## src/smc_pkg.sv

```systemverilog
package smc_pkg;

    // ------------------------------------------------------------------
    // clock and timing
    // ------------------------------------------------------------------
    localparam int CLK_MHZ        = 125;     // mclk rate
    localparam int BOOT_TIME_US   = 500;     // longest boot sequence
    localparam int TON_EXTRA_US   = 1;       // 1 us, unused; the fixed part of the turn-on time is TON_EXTRA_MS (1 ms)
    localparam int TON_EXTRA_MS   = 1;
    localparam int BOOT_CYCLES    = BOOT_TIME_US * CLK_MHZ;
    localparam int TON_EXTRA_CYC  = TON_EXTRA_MS * 1000 * CLK_MHZ;
    localparam int TON_ODR_PERIODS = 2;      // whole sample periods in the turn-on time

    // ------------------------------------------------------------------
    // data format
    // ------------------------------------------------------------------
    localparam int RAW_W          = 16;      // front-end word, 1/1024 g per count
    localparam int OUT_W          = 12;      // reported sample width
    localparam int ODR_W          = 24;      // width of the sample period setting
    localparam logic [11:0] OUT_RESET = 12'h000;  // mid-range, zero acceleration
    localparam logic [15:0] OUT_MAX   = 16'h07FF;
    localparam logic [15:0] OUT_MIN   = 16'hF800;

    // full-scale range codes and their shift from 1024 counts per g
    localparam logic [1:0] RANGE_2G = 2'h0;  // 1024 counts per g
    localparam logic [1:0] RANGE_4G = 2'h1;  // 512 counts per g
    localparam logic [1:0] RANGE_8G = 2'h2;  // 256 counts per g

    // ------------------------------------------------------------------
    // reported system mode
    // ------------------------------------------------------------------
    localparam logic [1:0] MODE_STANDBY = 2'h0;
    localparam logic [1:0] MODE_WAKE    = 2'h1;
    localparam logic [1:0] MODE_SLEEP   = 2'h2;

    typedef enum logic [2:0] {
        SMC_OFF     = 3'b000,
        SMC_BOOT    = 3'b001,
        SMC_STANDBY = 3'b010,
        SMC_WAKE    = 3'b011,
        SMC_SLEEP   = 3'b100
    } smc_state_t;

endpackage

```

## src/smc_mode_ctrl.sv

```systemverilog
`timescale 1ns/100ps
module smc_mode_ctrl #(
    parameter int BOOT_CYC = smc_pkg::BOOT_CYCLES,
    parameter int TON_CYC  = smc_pkg::TON_EXTRA_CYC
) (
    // clock and reset
    input  wire logic                          mclk,
    input  wire logic                          srst,
    // supply monitor pin (asynchronous)
    input  wire logic                          supply_ok,
    // mode control from the register block
    input  wire logic                          active_req,
    input  wire logic                          sleep_req,
    input  wire logic [1:0]                    range_sel,
    input  wire logic                          self_test_en,
    input  wire logic [smc_pkg::ODR_W-1:0]     odr_period,
    // analog front end
    input  wire logic signed [smc_pkg::RAW_W-1:0] accel_x,
    input  wire logic signed [smc_pkg::RAW_W-1:0] accel_y,
    input  wire logic signed [smc_pkg::RAW_W-1:0] accel_z,
    input  wire logic signed [smc_pkg::RAW_W-1:0] stim_x,
    input  wire logic signed [smc_pkg::RAW_W-1:0] stim_y,
    input  wire logic signed [smc_pkg::RAW_W-1:0] stim_z,
    // power and clock controls
    output logic                               analog_en,
    output logic                               sample_clk_en,
    output logic                               self_test_drive,
    output logic                               bus_enable,
    output logic                               scl_oe,
    output logic                               subset_reset,
    // status
    output logic [1:0]                         system_mode_state,
    output logic                               data_trusted,
    output logic                               sample_strobe,
    // samples
    output logic signed [smc_pkg::OUT_W-1:0]   out_x,
    output logic signed [smc_pkg::OUT_W-1:0]   out_y,
    output logic signed [smc_pkg::OUT_W-1:0]   out_z
);

    // ------------------------------------------------------------------
    // helpers
    // ------------------------------------------------------------------
    // scale a 1/1024 g word to the range, then clamp into the output width
    function automatic logic signed [smc_pkg::OUT_W-1:0] scale_sat(
        input logic signed [smc_pkg::RAW_W:0] v,
        input logic [1:0] rng
    );
        logic signed [smc_pkg::RAW_W:0] s;
        s = v;
        case (rng)
            smc_pkg::RANGE_4G: s = v >>> 1;
            smc_pkg::RANGE_8G: s = v >>> 2;
            default:           s = v;
        endcase
        if (s > $signed({1'b0, smc_pkg::OUT_MAX}))
            scale_sat = smc_pkg::OUT_MAX[smc_pkg::OUT_W-1:0];
        else if (s < $signed({1'b1, smc_pkg::OUT_MIN}))
            scale_sat = smc_pkg::OUT_MIN[smc_pkg::OUT_W-1:0];
        else
            scale_sat = s[smc_pkg::OUT_W-1:0];
    endfunction

    // ------------------------------------------------------------------
    // supply pin synchroniser
    // ------------------------------------------------------------------
    logic [2:0] sup_sync;
    logic       sup_level;

    // a change counts only once the second and third stages agree
    always_ff @(posedge mclk) begin
        if (srst) begin
            sup_sync  <= 3'h0;
            sup_level <= 1'b0;
        end else begin
            sup_sync <= {sup_sync[1:0], supply_ok};
            if (sup_sync[1] == sup_sync[2])
                sup_level <= sup_sync[2];
        end
    end

    // ------------------------------------------------------------------
    // mode state machine
    // ------------------------------------------------------------------
    smc_pkg::smc_state_t state;
    smc_pkg::smc_state_t next_state;
    logic [31:0]         boot_cnt;
    wire                 boot_done = (boot_cnt >= 32'(BOOT_CYC - 1));
    wire                 is_active = (state == smc_pkg::SMC_WAKE)
                                  || (state == smc_pkg::SMC_SLEEP);

    // next mode; a supply loss overrides whatever the host asks for
    always_comb begin
        next_state = state;
        case (state)
            smc_pkg::SMC_OFF:     if (sup_level) next_state = smc_pkg::SMC_BOOT;
            smc_pkg::SMC_BOOT:    if (boot_done) next_state = smc_pkg::SMC_STANDBY;
            smc_pkg::SMC_STANDBY: if (active_req) next_state = smc_pkg::SMC_WAKE;
            smc_pkg::SMC_WAKE:    if (!active_req) next_state = smc_pkg::SMC_STANDBY;
                else if (sleep_req) next_state = smc_pkg::SMC_SLEEP;
            smc_pkg::SMC_SLEEP:   if (!active_req) next_state = smc_pkg::SMC_STANDBY;
                else if (!sleep_req) next_state = smc_pkg::SMC_WAKE;
            default:              next_state = smc_pkg::SMC_OFF;
        endcase
        if (!sup_level)
            next_state = smc_pkg::SMC_OFF;
    end

    // state register and boot timer; the timer only runs during boot
    always_ff @(posedge mclk) begin
        if (srst) begin
            state    <= smc_pkg::SMC_OFF;
            boot_cnt <= 32'h0000_0000;
        end else begin
            state    <= next_state;
            boot_cnt <= (state == smc_pkg::SMC_BOOT) ? boot_cnt + 32'h0000_0001
                                                     : 32'h0000_0000;
        end
    end

    // ------------------------------------------------------------------
    // sample-rate divider and turn-on timer
    // ------------------------------------------------------------------
    logic [smc_pkg::ODR_W-1:0] odr_cnt;
    logic [31:0]               ton_cnt;
    wire  entering_active = (state == smc_pkg::SMC_STANDBY)
                            && (next_state == smc_pkg::SMC_WAKE);
    wire  odr_tick = is_active && (odr_cnt >= odr_period - smc_pkg::ODR_W'(1));
    wire  [31:0] ton_limit = 32'(smc_pkg::TON_ODR_PERIODS) * 32'(odr_period) + 32'(TON_CYC);

    // divider held at zero outside active: no sampling clock in standby
    always_ff @(posedge mclk) begin
        if (srst) begin
            odr_cnt <= '0;
            ton_cnt <= 32'h0000_0000;
        end else begin
            if (!is_active || odr_tick)
                odr_cnt <= '0;
            else
                odr_cnt <= odr_cnt + smc_pkg::ODR_W'(1);
            if (entering_active)
                ton_cnt <= 32'h0000_0000;
            else if (is_active && ton_cnt < ton_limit)
                ton_cnt <= ton_cnt + 32'h0000_0001;
        end
    end

    // ------------------------------------------------------------------
    // sample path: self-test sum then range scaling
    // ------------------------------------------------------------------
    // the sum keeps one extra bit so an added test stimulus cannot wrap
    wire signed [smc_pkg::RAW_W:0] sum_x = self_test_en ? accel_x + stim_x : accel_x;
    wire signed [smc_pkg::RAW_W:0] sum_y = self_test_en ? accel_y + stim_y : accel_y;
    wire signed [smc_pkg::RAW_W:0] sum_z = self_test_en ? accel_z + stim_z : accel_z;
    wire signed [smc_pkg::OUT_W-1:0] next_x = scale_sat(sum_x, range_sel);
    wire signed [smc_pkg::OUT_W-1:0] next_y = scale_sat(sum_y, range_sel);
    wire signed [smc_pkg::OUT_W-1:0] next_z = scale_sat(sum_z, range_sel);

    // output registers: cleared in off and on entry to active, held in standby
    always_ff @(posedge mclk) begin
        if (srst || state == smc_pkg::SMC_OFF) begin
            out_x <= smc_pkg::OUT_RESET;
            out_y <= smc_pkg::OUT_RESET;
            out_z <= smc_pkg::OUT_RESET;
        end else if (entering_active) begin
            out_x <= smc_pkg::OUT_RESET;
            out_y <= smc_pkg::OUT_RESET;
            out_z <= smc_pkg::OUT_RESET;
        end else if (odr_tick) begin
            out_x <= next_x;
            out_y <= next_y;
            out_z <= next_z;
        end
    end

    // ------------------------------------------------------------------
    // control and status outputs
    // ------------------------------------------------------------------
    // all registered so the pins never glitch on state decode
    always_ff @(posedge mclk) begin
        if (srst) begin
            analog_en         <= 1'b0;
            sample_clk_en     <= 1'b0;
            self_test_drive   <= 1'b0;
            bus_enable        <= 1'b0;
            scl_oe            <= 1'b0;
            subset_reset      <= 1'b0;
            system_mode_state <= smc_pkg::MODE_STANDBY;
            data_trusted      <= 1'b0;
            sample_strobe     <= 1'b0;
        end else begin
            analog_en       <= is_active;
            sample_clk_en   <= is_active;
            self_test_drive <= is_active && self_test_en;
            bus_enable      <= (state == smc_pkg::SMC_STANDBY) || is_active;
            scl_oe          <= 1'b0;
            subset_reset    <= entering_active;
            sample_strobe   <= odr_tick;
            data_trusted    <= is_active && !entering_active
                               && (ton_cnt >= ton_limit);
            case (state)
                smc_pkg::SMC_WAKE:  system_mode_state <= smc_pkg::MODE_WAKE;
                smc_pkg::SMC_SLEEP: system_mode_state <= smc_pkg::MODE_SLEEP;
                default:   system_mode_state <= smc_pkg::MODE_STANDBY;
            endcase
        end
    end

endmodule // smc_mode_ctrl

```

## config.mk

```make
export PLATFORM = sky130hd
export DESIGN_NAME = smc_mode_ctrl
export DESIGN_NICKNAME = d
export VERILOG_FILES = /design/src/smc_pkg.sv /design/src/smc_mode_ctrl.sv
export SDC_FILE = /design/constraint.sdc
export NUM_CORES = 1
export LEC_CHECK = 0
export BUFFER_PORTS_ARGS = -buffer_cell sky130_fd_sc_hd__buf_2
export CAP_MARGIN = 20
export CORE_ASPECT_RATIO = 2
export CORE_MARGIN = 1
export CORE_UTILIZATION = 45
export CTS_BUF_LIST = sky130_fd_sc_hd__clkbuf_4 sky130_fd_sc_hd__clkbuf_8
export CTS_CLUSTER_DIAMETER = 100
export DETAILED_ROUTE_END_ITERATION = 6
export PLACE_DENSITY = 0.63
export SLEW_MARGIN = 20
export SYNTH_ARGS = -nofsm -noshare
export SYNTH_HDL_FRONTEND = slang
export SYNTH_SLANG_ARGS = --single-unit
```

## constraint.sdc

```tcl
create_clock -name mclk -period 10.2 [get_ports mclk]
set_input_delay 0.51 -clock mclk [delete_from_list [all_inputs] [get_ports mclk]]
set_output_delay 0.51 -clock mclk [all_outputs]
set_load 0.01 [all_outputs]
```

==> implementation parameters, run 1 <==
Parameter                              Value

Run status
  Outcome ... finished, final reports clean

Synth
  Number of cells produced by synthesis ... 1395
  Count of flip-flops with a built-in enable after synthesis ... 0
  Cell types with the largest area share after synthesis ... dfxtp_1 25%, ha_1 12%, xnor2_1 6.1%
  Count of different cell masters after synthesis ... 84
  Post-synth top flop ... dfxtp_1
  Share of synthesized flip-flops with an asynchronous set or reset ... 0
  Syn avg cell area ... 8.04 um2
  Seq/Total Area, Yosys ... 0.248
  Number of synthesized register bits ... 139
  Syn_nets ... 1631
  Syn Std Cell Area ... 11200 um2
  Cell accounting for the most synthesized area ... dfxtp_1
  Yosys synthesis warning count ... 0
  Area share of the largest cell type after synthesis ... 0.248

STA
  Post-route minimum period ... 5360 ps
  # setup viols final ... 0
  Setup repair after global routing missed its margin ... no
  Final WS setup ... 4840 ps
  Sum Neg Setup Slack ... 0 ps
  Worst Max-Slew Pin Slew ... 1050 ps
  Headroom to the max-slew limit ... 0.299
  Achievable Freq ... 186 MHz
  Count of final hold-check violations ... 0
  Slew Viols, Final ... 0
  Clock tree skew after final layout ... 9.68 ps
  Final period util ... 0.526

Routing
  Post-detailed-routing wire length ... 33100 um
  Detailed-route vias per instance ... 5.76
  Number of nets with antenna violations after detailed routing ... 0
  Initial detailed-routing violation count ... 515
  DR WL/cell ... 17.7 um
  First-pass detailed-route iteration total ... 5
  Count of unresolved DRC violations after routing ... 0
  Total vias in the final route ... 10800

Worst hold path
  Worst Min Path Start ... supply_ok
  Worst hold-check path type ... primary input to flip-flop
  Worst hold endpoint ... sup_sync[0]$_SDFF_PP0_
  Count of cells along the worst hold path ... 2

Clocking
  Setup fix buffers added after clock tree synthesis ... 0
  Level count of the clock H-tree ... 4
  Number of hold buffers added after CTS ... 0
  Clock tree from TritonCTS ... yes
  Resized cells post-CTS ... 0
  Insertion delay of the later-clocked pin in the worst-skew pair ... 480 ps
  Clock Tree Root ... clkbuf_8
  Num CTS Buffers ... 17
  Clock sink total ... 139
  Bufs on Longest Clock Path ... 2
  Clock Pin Slew Worst Setup and Hold Paths ... 80 ps

Critical path
  Critical R2R Capture ... ton_cnt[25]$_SDFFE_PP0P_
  Required time of the critical path ... 10540 ps
  Max Fanout on Critical Path ... 12
  Slack of the worst reg-to-reg path ... 6310 ps
  Data arrival time of the critical path ... 5700 ps
  Kind of critical path ... primary input to flip-flop
  Nature of the critical path endpoint ... flip-flop
  Start of the worst register-to-register path ... ton_cnt[21]$_SDFFE_PP0P_
  Worst r2r path cells ... 12
  Category of the worst setup path launch point ... primary input

Placement
  Number of buffer cells added on primary ports ... 172
  DP Wirelength ... 26500 um
  Worst slack at placement ... 4310 ps
  Placed standard-cell area ... 12200 um2
  Global placement routability congestion ... 0.918

Global routing
  Grt ovf ... 0
  GR Util met3 ... 0.0374
  Global-route wire length before repair ... 52300 um
  Largest net degree at the start of global routing ... 60
  Initial antenna violation count ... 2
  M2 GR Usage ... 0.510
  Total track usage ... 0.264
  Vias in the first global route ... 10600
  Peak-usage layer in the global routing report ... met2
  Met1 usage ... 0.238

Floorplanning
  Die area ... 25600 um2
  Chip Width ... 114 um
  Floorplan row count ... 81
  Boundary pin count ... 174
  Vert. Die Dim ... 225 um
  Starting Density ... 0.459
  Core Region ... 24400 um2

Final layout
  Synthesis-to-layout area growth ... 12.3%
  Most common cell after layout, fill and taps aside ... buf_2
  Share of final-layout standard cells stronger than drive strength 1 ... 0.169
  Design area ... 12600 um2
  Number of diodes added for antenna fixing ... 0
  Final nets ... 1764
  Most used cells in the layout excluding fill and tap cells ... 172 x buf_2, 163 x nor2_1, 139 x dfxtp_1, 116 x a21oi_1, 104 x ha_1

Job
  Maximum Capacitance Violations ... 0

Power
  Leakage power of the design ... 5.21 nW
  Power per cell area ... 112 nW/um2
  Worst vdd ir ... 0.0951 mV
==> Yosys cell counts, drive strengths merged (8+ instances only) <==
cell type and n:
xor2 62, mux2 26, xnor2 78, or3 25, clkbuf 57, nor2 164, o21ai 87, buf 8
and3 16, o21a 13, o211ai 29, nor2b 9, mux2i 8, a31oi 8, and2 14, nand2b 12
a221o 19, nand3 46, ha 105, nand4 27, nand2 98, a21o 29, inv 45, a221oi 18
nor4 11, dfxtp 139, a211oi 16, nor3 23, a21oi 117
==> cells by family (layout without fill, tap and decap cells) <==
logic type / after synthesis / in the layout / share of synthesized area
AOI/OAI and AO/OA: 402 / 402 / 0.242
xor gates and xnor gates: 140 / 140 / 0.109
adders and majority gates: 108 / 108 / 0.122
buffers and inverters: 112 / 257 / 0.0513
DFF: 139 / 139 / 0.248
muxes: 34 / 34 / 0.0332
other: 1 / 1 / 0.000334
and+or+nand+nor: 459 / 459 / 0.193
==> layout make-up <==
cell class	instances	area [um2]
Clock buffer	20	263
Multi-Input combinational cell	1144	7880
Timing Repair Buffer	180	921
Clock inverter	11	160
Sequential cell	139	2780
Tap cell	332	415
Inverter	46	173
Fill cell	2451	11800
==> metrics by stage <==
stage | util | power, mW | cells | hold slack (ps)
after floorplan | - | 0.829 | 1395 | 414
after global placement | 0.498 | 0.927 | 1841 | 436
after detailed placement | 0.498 | 0.931 | 1841 | 435
after CTS | 0.515 | 1.42 | 1872 | 245
after global routing | 0.516 | 1.48 | 1872 | 245
final | 0.516 | 1.41 | 1872 | 260
==> state kept, by name, summed over array words and instances (netlist names) <==
| name | cells |
|---|---|
| out_z | 12 |
| system_mode_state | 2 |
| subset_reset | 1 |
| sup_sync | 3 |
| ton_cnt | 32 |
| sample_clk_en | 1 |
| state | 3 |
| boot_cnt | 32 |
| data_trusted | 1 |
| self_test_drive | 1 |
| sample_strobe | 1 |
| sup_level | 1 |
| bus_enable | 1 |
| odr_cnt | 24 |
| out_x | 12 |
| out_y | 12 |
==> power by group <==
part | switching, mW | leakage, nW | total, mW | internal (mW)
Combinational | 0.225 | 3.88 | 0.380 | 0.156
Clock | 0.230 | 0.209 | 0.486 | 0.257
Sequential | 0.000213 | 1.12 | 0.543 | 0.542
Total | 0.455 | 5.21 | 1.41 | 0.955
==> critical path: stages <==
cell	delay [ps]
buf_2	140
ha_1	220
a21oi_1	230
nor2_1	100
and3_1	220
o21a_1	220
nor3_1	450
nor2_1	110
xnor2_1	160
ha_1	300
a21o_1	190
a21o_1	180
a21o_1	180
a21o_1	170
a2111oi_0	720
o211a_1	380
nand4_1	410
nor2_1	440
and3_1	220
xnor2_1	110
nor2_1	50
==> how the worst max path moves through the flow <==
stage	startpoint	endpoint	slack [ps]	depth (start not counted)
3_5_place_dp	odr_period[2]	ton_cnt[25]$_SDFFE_PP0P_	4310	21
4_1_cts	odr_period[2]	ton_cnt[25]$_SDFFE_PP0P_	4820	21
6_report	odr_period[2]	ton_cnt[25]$_SDFFE_PP0P_	4840	21
5_1_grt	odr_period[2]	ton_cnt[25]$_SDFFE_PP0P_	4390	21
3_3_place_gp	odr_period[2]	ton_cnt[25]$_SDFFE_PP0P_	4480	21
2_1_floorplan	odr_period[2]	ton_cnt[16]$_SDFFE_PP0P_	5610	20
==> metal layers <==
layer / vias up / wire length (um)
li1: 5351 / -
met1: 5021 / 11300
met2: 305 / 18000
met3: 107 / 1280
met4: 4 / 2500
met5: - / 20
No activity file was read; power rests on OpenSTA's default activity.
==> run 2: changes to the inputs <==
--- a/config.mk
+++ b/config.mk
@@ -5,6 +5,7 @@
 export SDC_FILE = /design/constraint.sdc
 export NUM_CORES = 1
 export LEC_CHECK = 0
+export ABC_AREA = 1
 export BUFFER_PORTS_ARGS = -buffer_cell sky130_fd_sc_hd__buf_2
 export CAP_MARGIN = 20
 export CORE_ASPECT_RATIO = 2
@@ -13,7 +14,7 @@
 export CTS_BUF_LIST = sky130_fd_sc_hd__clkbuf_4 sky130_fd_sc_hd__clkbuf_8
 export CTS_CLUSTER_DIAMETER = 100
 export DETAILED_ROUTE_END_ITERATION = 6
-export PLACE_DENSITY = 0.63
+export PLACE_DENSITY = 0.64
 export SLEW_MARGIN = 20
 export SYNTH_ARGS = -nofsm -noshare
 export SYNTH_HDL_FRONTEND = slang
==> constraint.sdc (replaced) <==
create_clock -name mclk -period 4.6 [get_ports mclk]
set_input_delay 0.23 -clock mclk [delete_from_list [all_inputs] [get_ports mclk]]
set_output_delay 0.23 -clock mclk [all_outputs]
set_load 0.01 [all_outputs]
==> run 2 against run 1 <==
Via count up 27%. Sequential share of layout area decreased by 2.6 points. Utilization is 0.10 points lower. Critical path depth shrank 1. Die area rose by 14%. Final cell count grew 39%. Clock skew is 4.9 ps higher. Final area grew 13%. Routed wire length rose by 14%. Count of clock-buffer cells in the layout down 2. Sequential power grew 120%. Clock power rose by 100%. Critical path type unchanged. Largest cell class unchanged.
==> implementation parameters, run 2 <==
Parameter                              Value

Final layout
  # fillers ... 3055 (was 2451)
  Share of final-layout standard cells stronger than drive strength 1 ... 0.122 (was 0.169)
  Utilization after layout ... 0.515 (was 0.516)
  Most common cell after layout, fill and taps aside ... nand2_1 (was buf_2)
  Non-filler cells, final ... 2605 (was 1872)
  Area used by multi-input combinational logic ... 8690 um2 (was 7880 um2)
  Design area ... 14300 um2 (was 12600 um2)
  Sequential cell area ... 2780 um2 (unchanged)
  Biggest regs ... boot_cnt x32, ton_cnt x32, odr_cnt x24 (unchanged)
  Final nets ... 2474 (was 1764)
  Synthesis-to-layout area growth ... 11.8% (was 12.3%)
  Most used cells in the layout excluding fill and tap cells ... 599 x nand2_1, 269 x inv_1, 208 x nor2_1, 172 x buf_2, 150 x nand3_1 (was 172 x buf_2, 163 x nor2_1, 139 x dfxtp_1, 116 x a21oi_1, 104 x ha_1)

Synth
  Yosys synthesis warning count ... 0 (unchanged)
  Syn Std Cell Area ... 12800 um2 (was 11200 um2)
  Number of synthesized register bits ... 139 (unchanged)
  Cell accounting for the most synthesized area ... dfxtp_1 (unchanged)
  Number of cells produced by synthesis ... 2097 (was 1395)
  Count of flip-flops with a built-in enable after synthesis ... 0 (unchanged)
  Post-synth top cells ... 599 x nand2_1, 270 x inv_1, 208 x nor2_1 (was 163 x nor2_1, 139 x dfxtp_1, 117 x a21oi_1)
  Syn avg cell area ... 6.09 um2 (was 8.04 um2)
  Share of synthesized flip-flops with an asynchronous set or reset ... 0 (unchanged)
  Seq/Total Area, Yosys ... 0.218 (was 0.248)
  Post-synth top flop ... dfxtp_1 (unchanged)
  Cell types with the largest area share after synthesis ... dfxtp_1 22%, nand2_1 18%, ha_1 10% (was dfxtp_1 25%, ha_1 12%, xnor2_1 6.1%)
  Cell with the most instances after synthesis ... nand2_1 (was nor2_1)
  Count of different cell masters after synthesis ... 57 (was 84)
  Syn_nets ... 2333 (was 1631)
  Area share of the largest cell type after synthesis ... 0.218 (was 0.248)

Routing
  First-pass detailed-route iteration total ... 5 (unchanged)
  Count of unresolved DRC violations after routing ... 0 (unchanged)
  Initial detailed-routing violation count ... 583 (was 515)
  DR WL/cell ... 14.5 um (was 17.7 um)
  Detailed-route vias per instance ... 5.25 (was 5.76)
  Post-detailed-routing wire length ... 37900 um (was 33100 um)
  Number of nets with antenna violations after detailed routing ... 0 (unchanged)
  Total vias in the final route ... 13700 (was 10800)

Placement
  Placed standard-cell area ... 13900 um2 (was 12200 um2)
  Global placement routability congestion ... 0.963 (was 0.918)
  Worst slack at placement ... 330 ps (was 4310 ps)
  Cells after DPL ... 2570 (was 1841)
  Number of buffer cells added on primary ports ... 172 (unchanged)
  DP Wirelength ... 31100 um (was 26500 um)

STA
  Clock tree skew after final layout ... 14.6 ps (was 9.68 ps)
  Setup repair after global routing missed its margin ... no (unchanged)
  Worst Max-Slew Pin Slew ... 992 ps (was 1050 ps)
  # setup viols final ... 0 (unchanged)
  Headroom to the max-slew limit ... 0.339 (was 0.299)
  Min Hold Slack ... 60.2 ps (was 260 ps)
  Achievable Freq ... 267 MHz
  Final period util ... 0.814
  Slew Viols, Final ... 0 (unchanged)
  Final WS setup ... 853 ps (was 4840 ps)
  Sum Neg Setup Slack ... 0 ps (unchanged)
  Count of final hold-check violations ... 0 (unchanged)
  Post-route minimum period ... 3750 ps

Clocking
  Clock Pin Slew Worst Setup and Hold Paths ... 80 ps (about the same)
  Insertion delay of the later-clocked pin in the worst-skew pair ... 460 ps (was 480 ps)
  Setup fix buffers added after clock tree synthesis ... 0 (unchanged)
  Num CTS Buffers ... 17 (unchanged)
  Clock tree from TritonCTS ... yes (unchanged)
  Number of hold buffers added after CTS ... 1 (was 0)
  Bufs on Longest Clock Path ... 2 (unchanged)
  Level count of the clock H-tree ... 4 (unchanged)
  Clock sink total ... 139 (unchanged)
  Resized cells post-CTS ... 0 (unchanged)
  Clock Tree Root ... clkbuf_8 (unchanged)

Power
  Leakage power of the design ... 6.77 nW (was 5.21 nW)
  Power per cell area ... 214 nW/um2 (was 112 nW/um2)
  Worst vdd ir ... 0.151 mV (was 0.0951 mV)
  PnR Total Power ... 3.05 mW (was 1.41 mW)

Critical path
  Critical path startpoint ... odr_period[1] (was odr_period[2])
  Max Fanout on Critical Path ... 11 (was 12)
  Nature of the critical path endpoint ... flip-flop (unchanged)
  Required time of the critical path ... 4910 ps (was 10540 ps)
  Category of the worst setup path launch point ... primary input (unchanged)
  Data arrival time of the critical path ... 4050 ps (was 5700 ps)
  Start of the worst register-to-register path ... state[0]$_SDFF_PP0_ (was ton_cnt[21]$_SDFFE_PP0P_)
  Kind of critical path ... primary input to flip-flop (unchanged)
  Worst r2r path cells ... 12 (unchanged)

Worst hold path
  Worst Min Path Start ... sleep_req (was supply_ok)
  Count of cells along the worst hold path ... 3 (was 2)
  Worst hold-check path type ... primary input to flip-flop (unchanged)

Floorplanning
  Starting Density ... 0.460 (was 0.459)
  Die area ... 29100 um2 (was 25600 um2)
  Chip Width ... 121 um (was 114 um)
  Floorplan row count ... 86 (was 81)
  Boundary pin count ... 174 (unchanged)
  Vert. Die Dim ... 240 um (was 225 um)
  Core Region ... 27800 um2 (was 24400 um2)

Global routing
  Total track usage ... 0.266 (was 0.264)
  Initial antenna violation count ... 1 (was 2)
  Vias in the first global route ... 13100 (was 10600)
  Global-route wire length before repair ... 61000 um (was 52300 um)
  Grt ovf ... 0 (unchanged)
  Largest net degree at the start of global routing ... 58 (was 60)

Job
  Maximum Capacitance Violations ... 0 (unchanged)

Run status
  Outcome ... finished, final reports clean (unchanged)
run 2: changes by cell type in the layout (fill, tap and decap cells not counted), moves of 27 or more:
| cell | before | now |
|---|---|---|
| nor2_1 | 163 | 208 |
| inv_1 | 45 | 269 |
| xnor2_1 | 78 | 29 |
| nand2_1 | 97 | 599 |
| a21o_1 | 29 | 2 |
| nand3_1 | 46 | 150 |
run 2: power by group:
part | internal, mW | leakage (nW) | switching (mW)
registers | 1.20 | 1.12 | 0.000381
logic | 0.312 | 5.46 | 0.545
clock network | 0.488 | 0.193 | 0.502
total | 2.00 | 6.77 | 1.05
run 2: cell type report:
cell class | instances | share of cell area
clock buffer | 18 | 0.0169
sequential | 139 | 0.195
timing repair buffer | 183 | 0.0662
inverter | 275 | 0.0722
antenna | 2 | 0.000350
tap | 352 | 0.0308
multi-input combinational | 1622 | 0.608
clock inverter | 14 | 0.0102
run 2: final timing paths:
path | end | slack, ps
worst max register to register | out_x[7]$_SDFFE_PP0P_ | 1560
worst min register to register | sup_sync[1]$_SDFF_PP0_ | 410
worst min-delay path | state[2]$_SDFF_PP0_ | 60
worst max-delay path | out_y[7]$_SDFFE_PP0P_ | 850
run 2: cells by family after synthesis:
kind of cell             after synthesis  share of synthesized area
XOR/XNOR                              94                     0.0644
AO/OA/AOI/OAI                        290                      0.123
buffers and inverters                336                      0.102
other                                  1                   0.000294
flip-flops                           139                      0.218
AND/OR/NAND/NOR                     1129                      0.385
adder cells (fa/ha/maj)              108                      0.108
run 2: worst max-delay path: stages:
cell,delay [ps]
buf_2,90
inv_1,150
nand3_2,170
nor4_4,280
nand2_2,120
nor3_2,170
inv_1,90
nor4_2,210
nand3_1,170
nor2_1,160
nand3_1,100
xor2_1,160
ha_1,320
nand4_1,110
nor3_1,300
nand4_1,140
nand4_1,120
nand2_1,210
nor2_1,620
a21oi_1,140
run 2: routing by layer:
| layer | GRT usage | routed length (um) | vias to the layer above |
|---|---|---|---|
| met5 | 0 | 0 | - |
| met4 | 0.154 | 1830 | 0 |
| met3 | 0.0484 | 1660 | 96 |
| met2 | 0.529 | 21000 | 323 |
| met1 | 0.243 | 13400 | 6162 |
| li1 | - | - | 7086 |
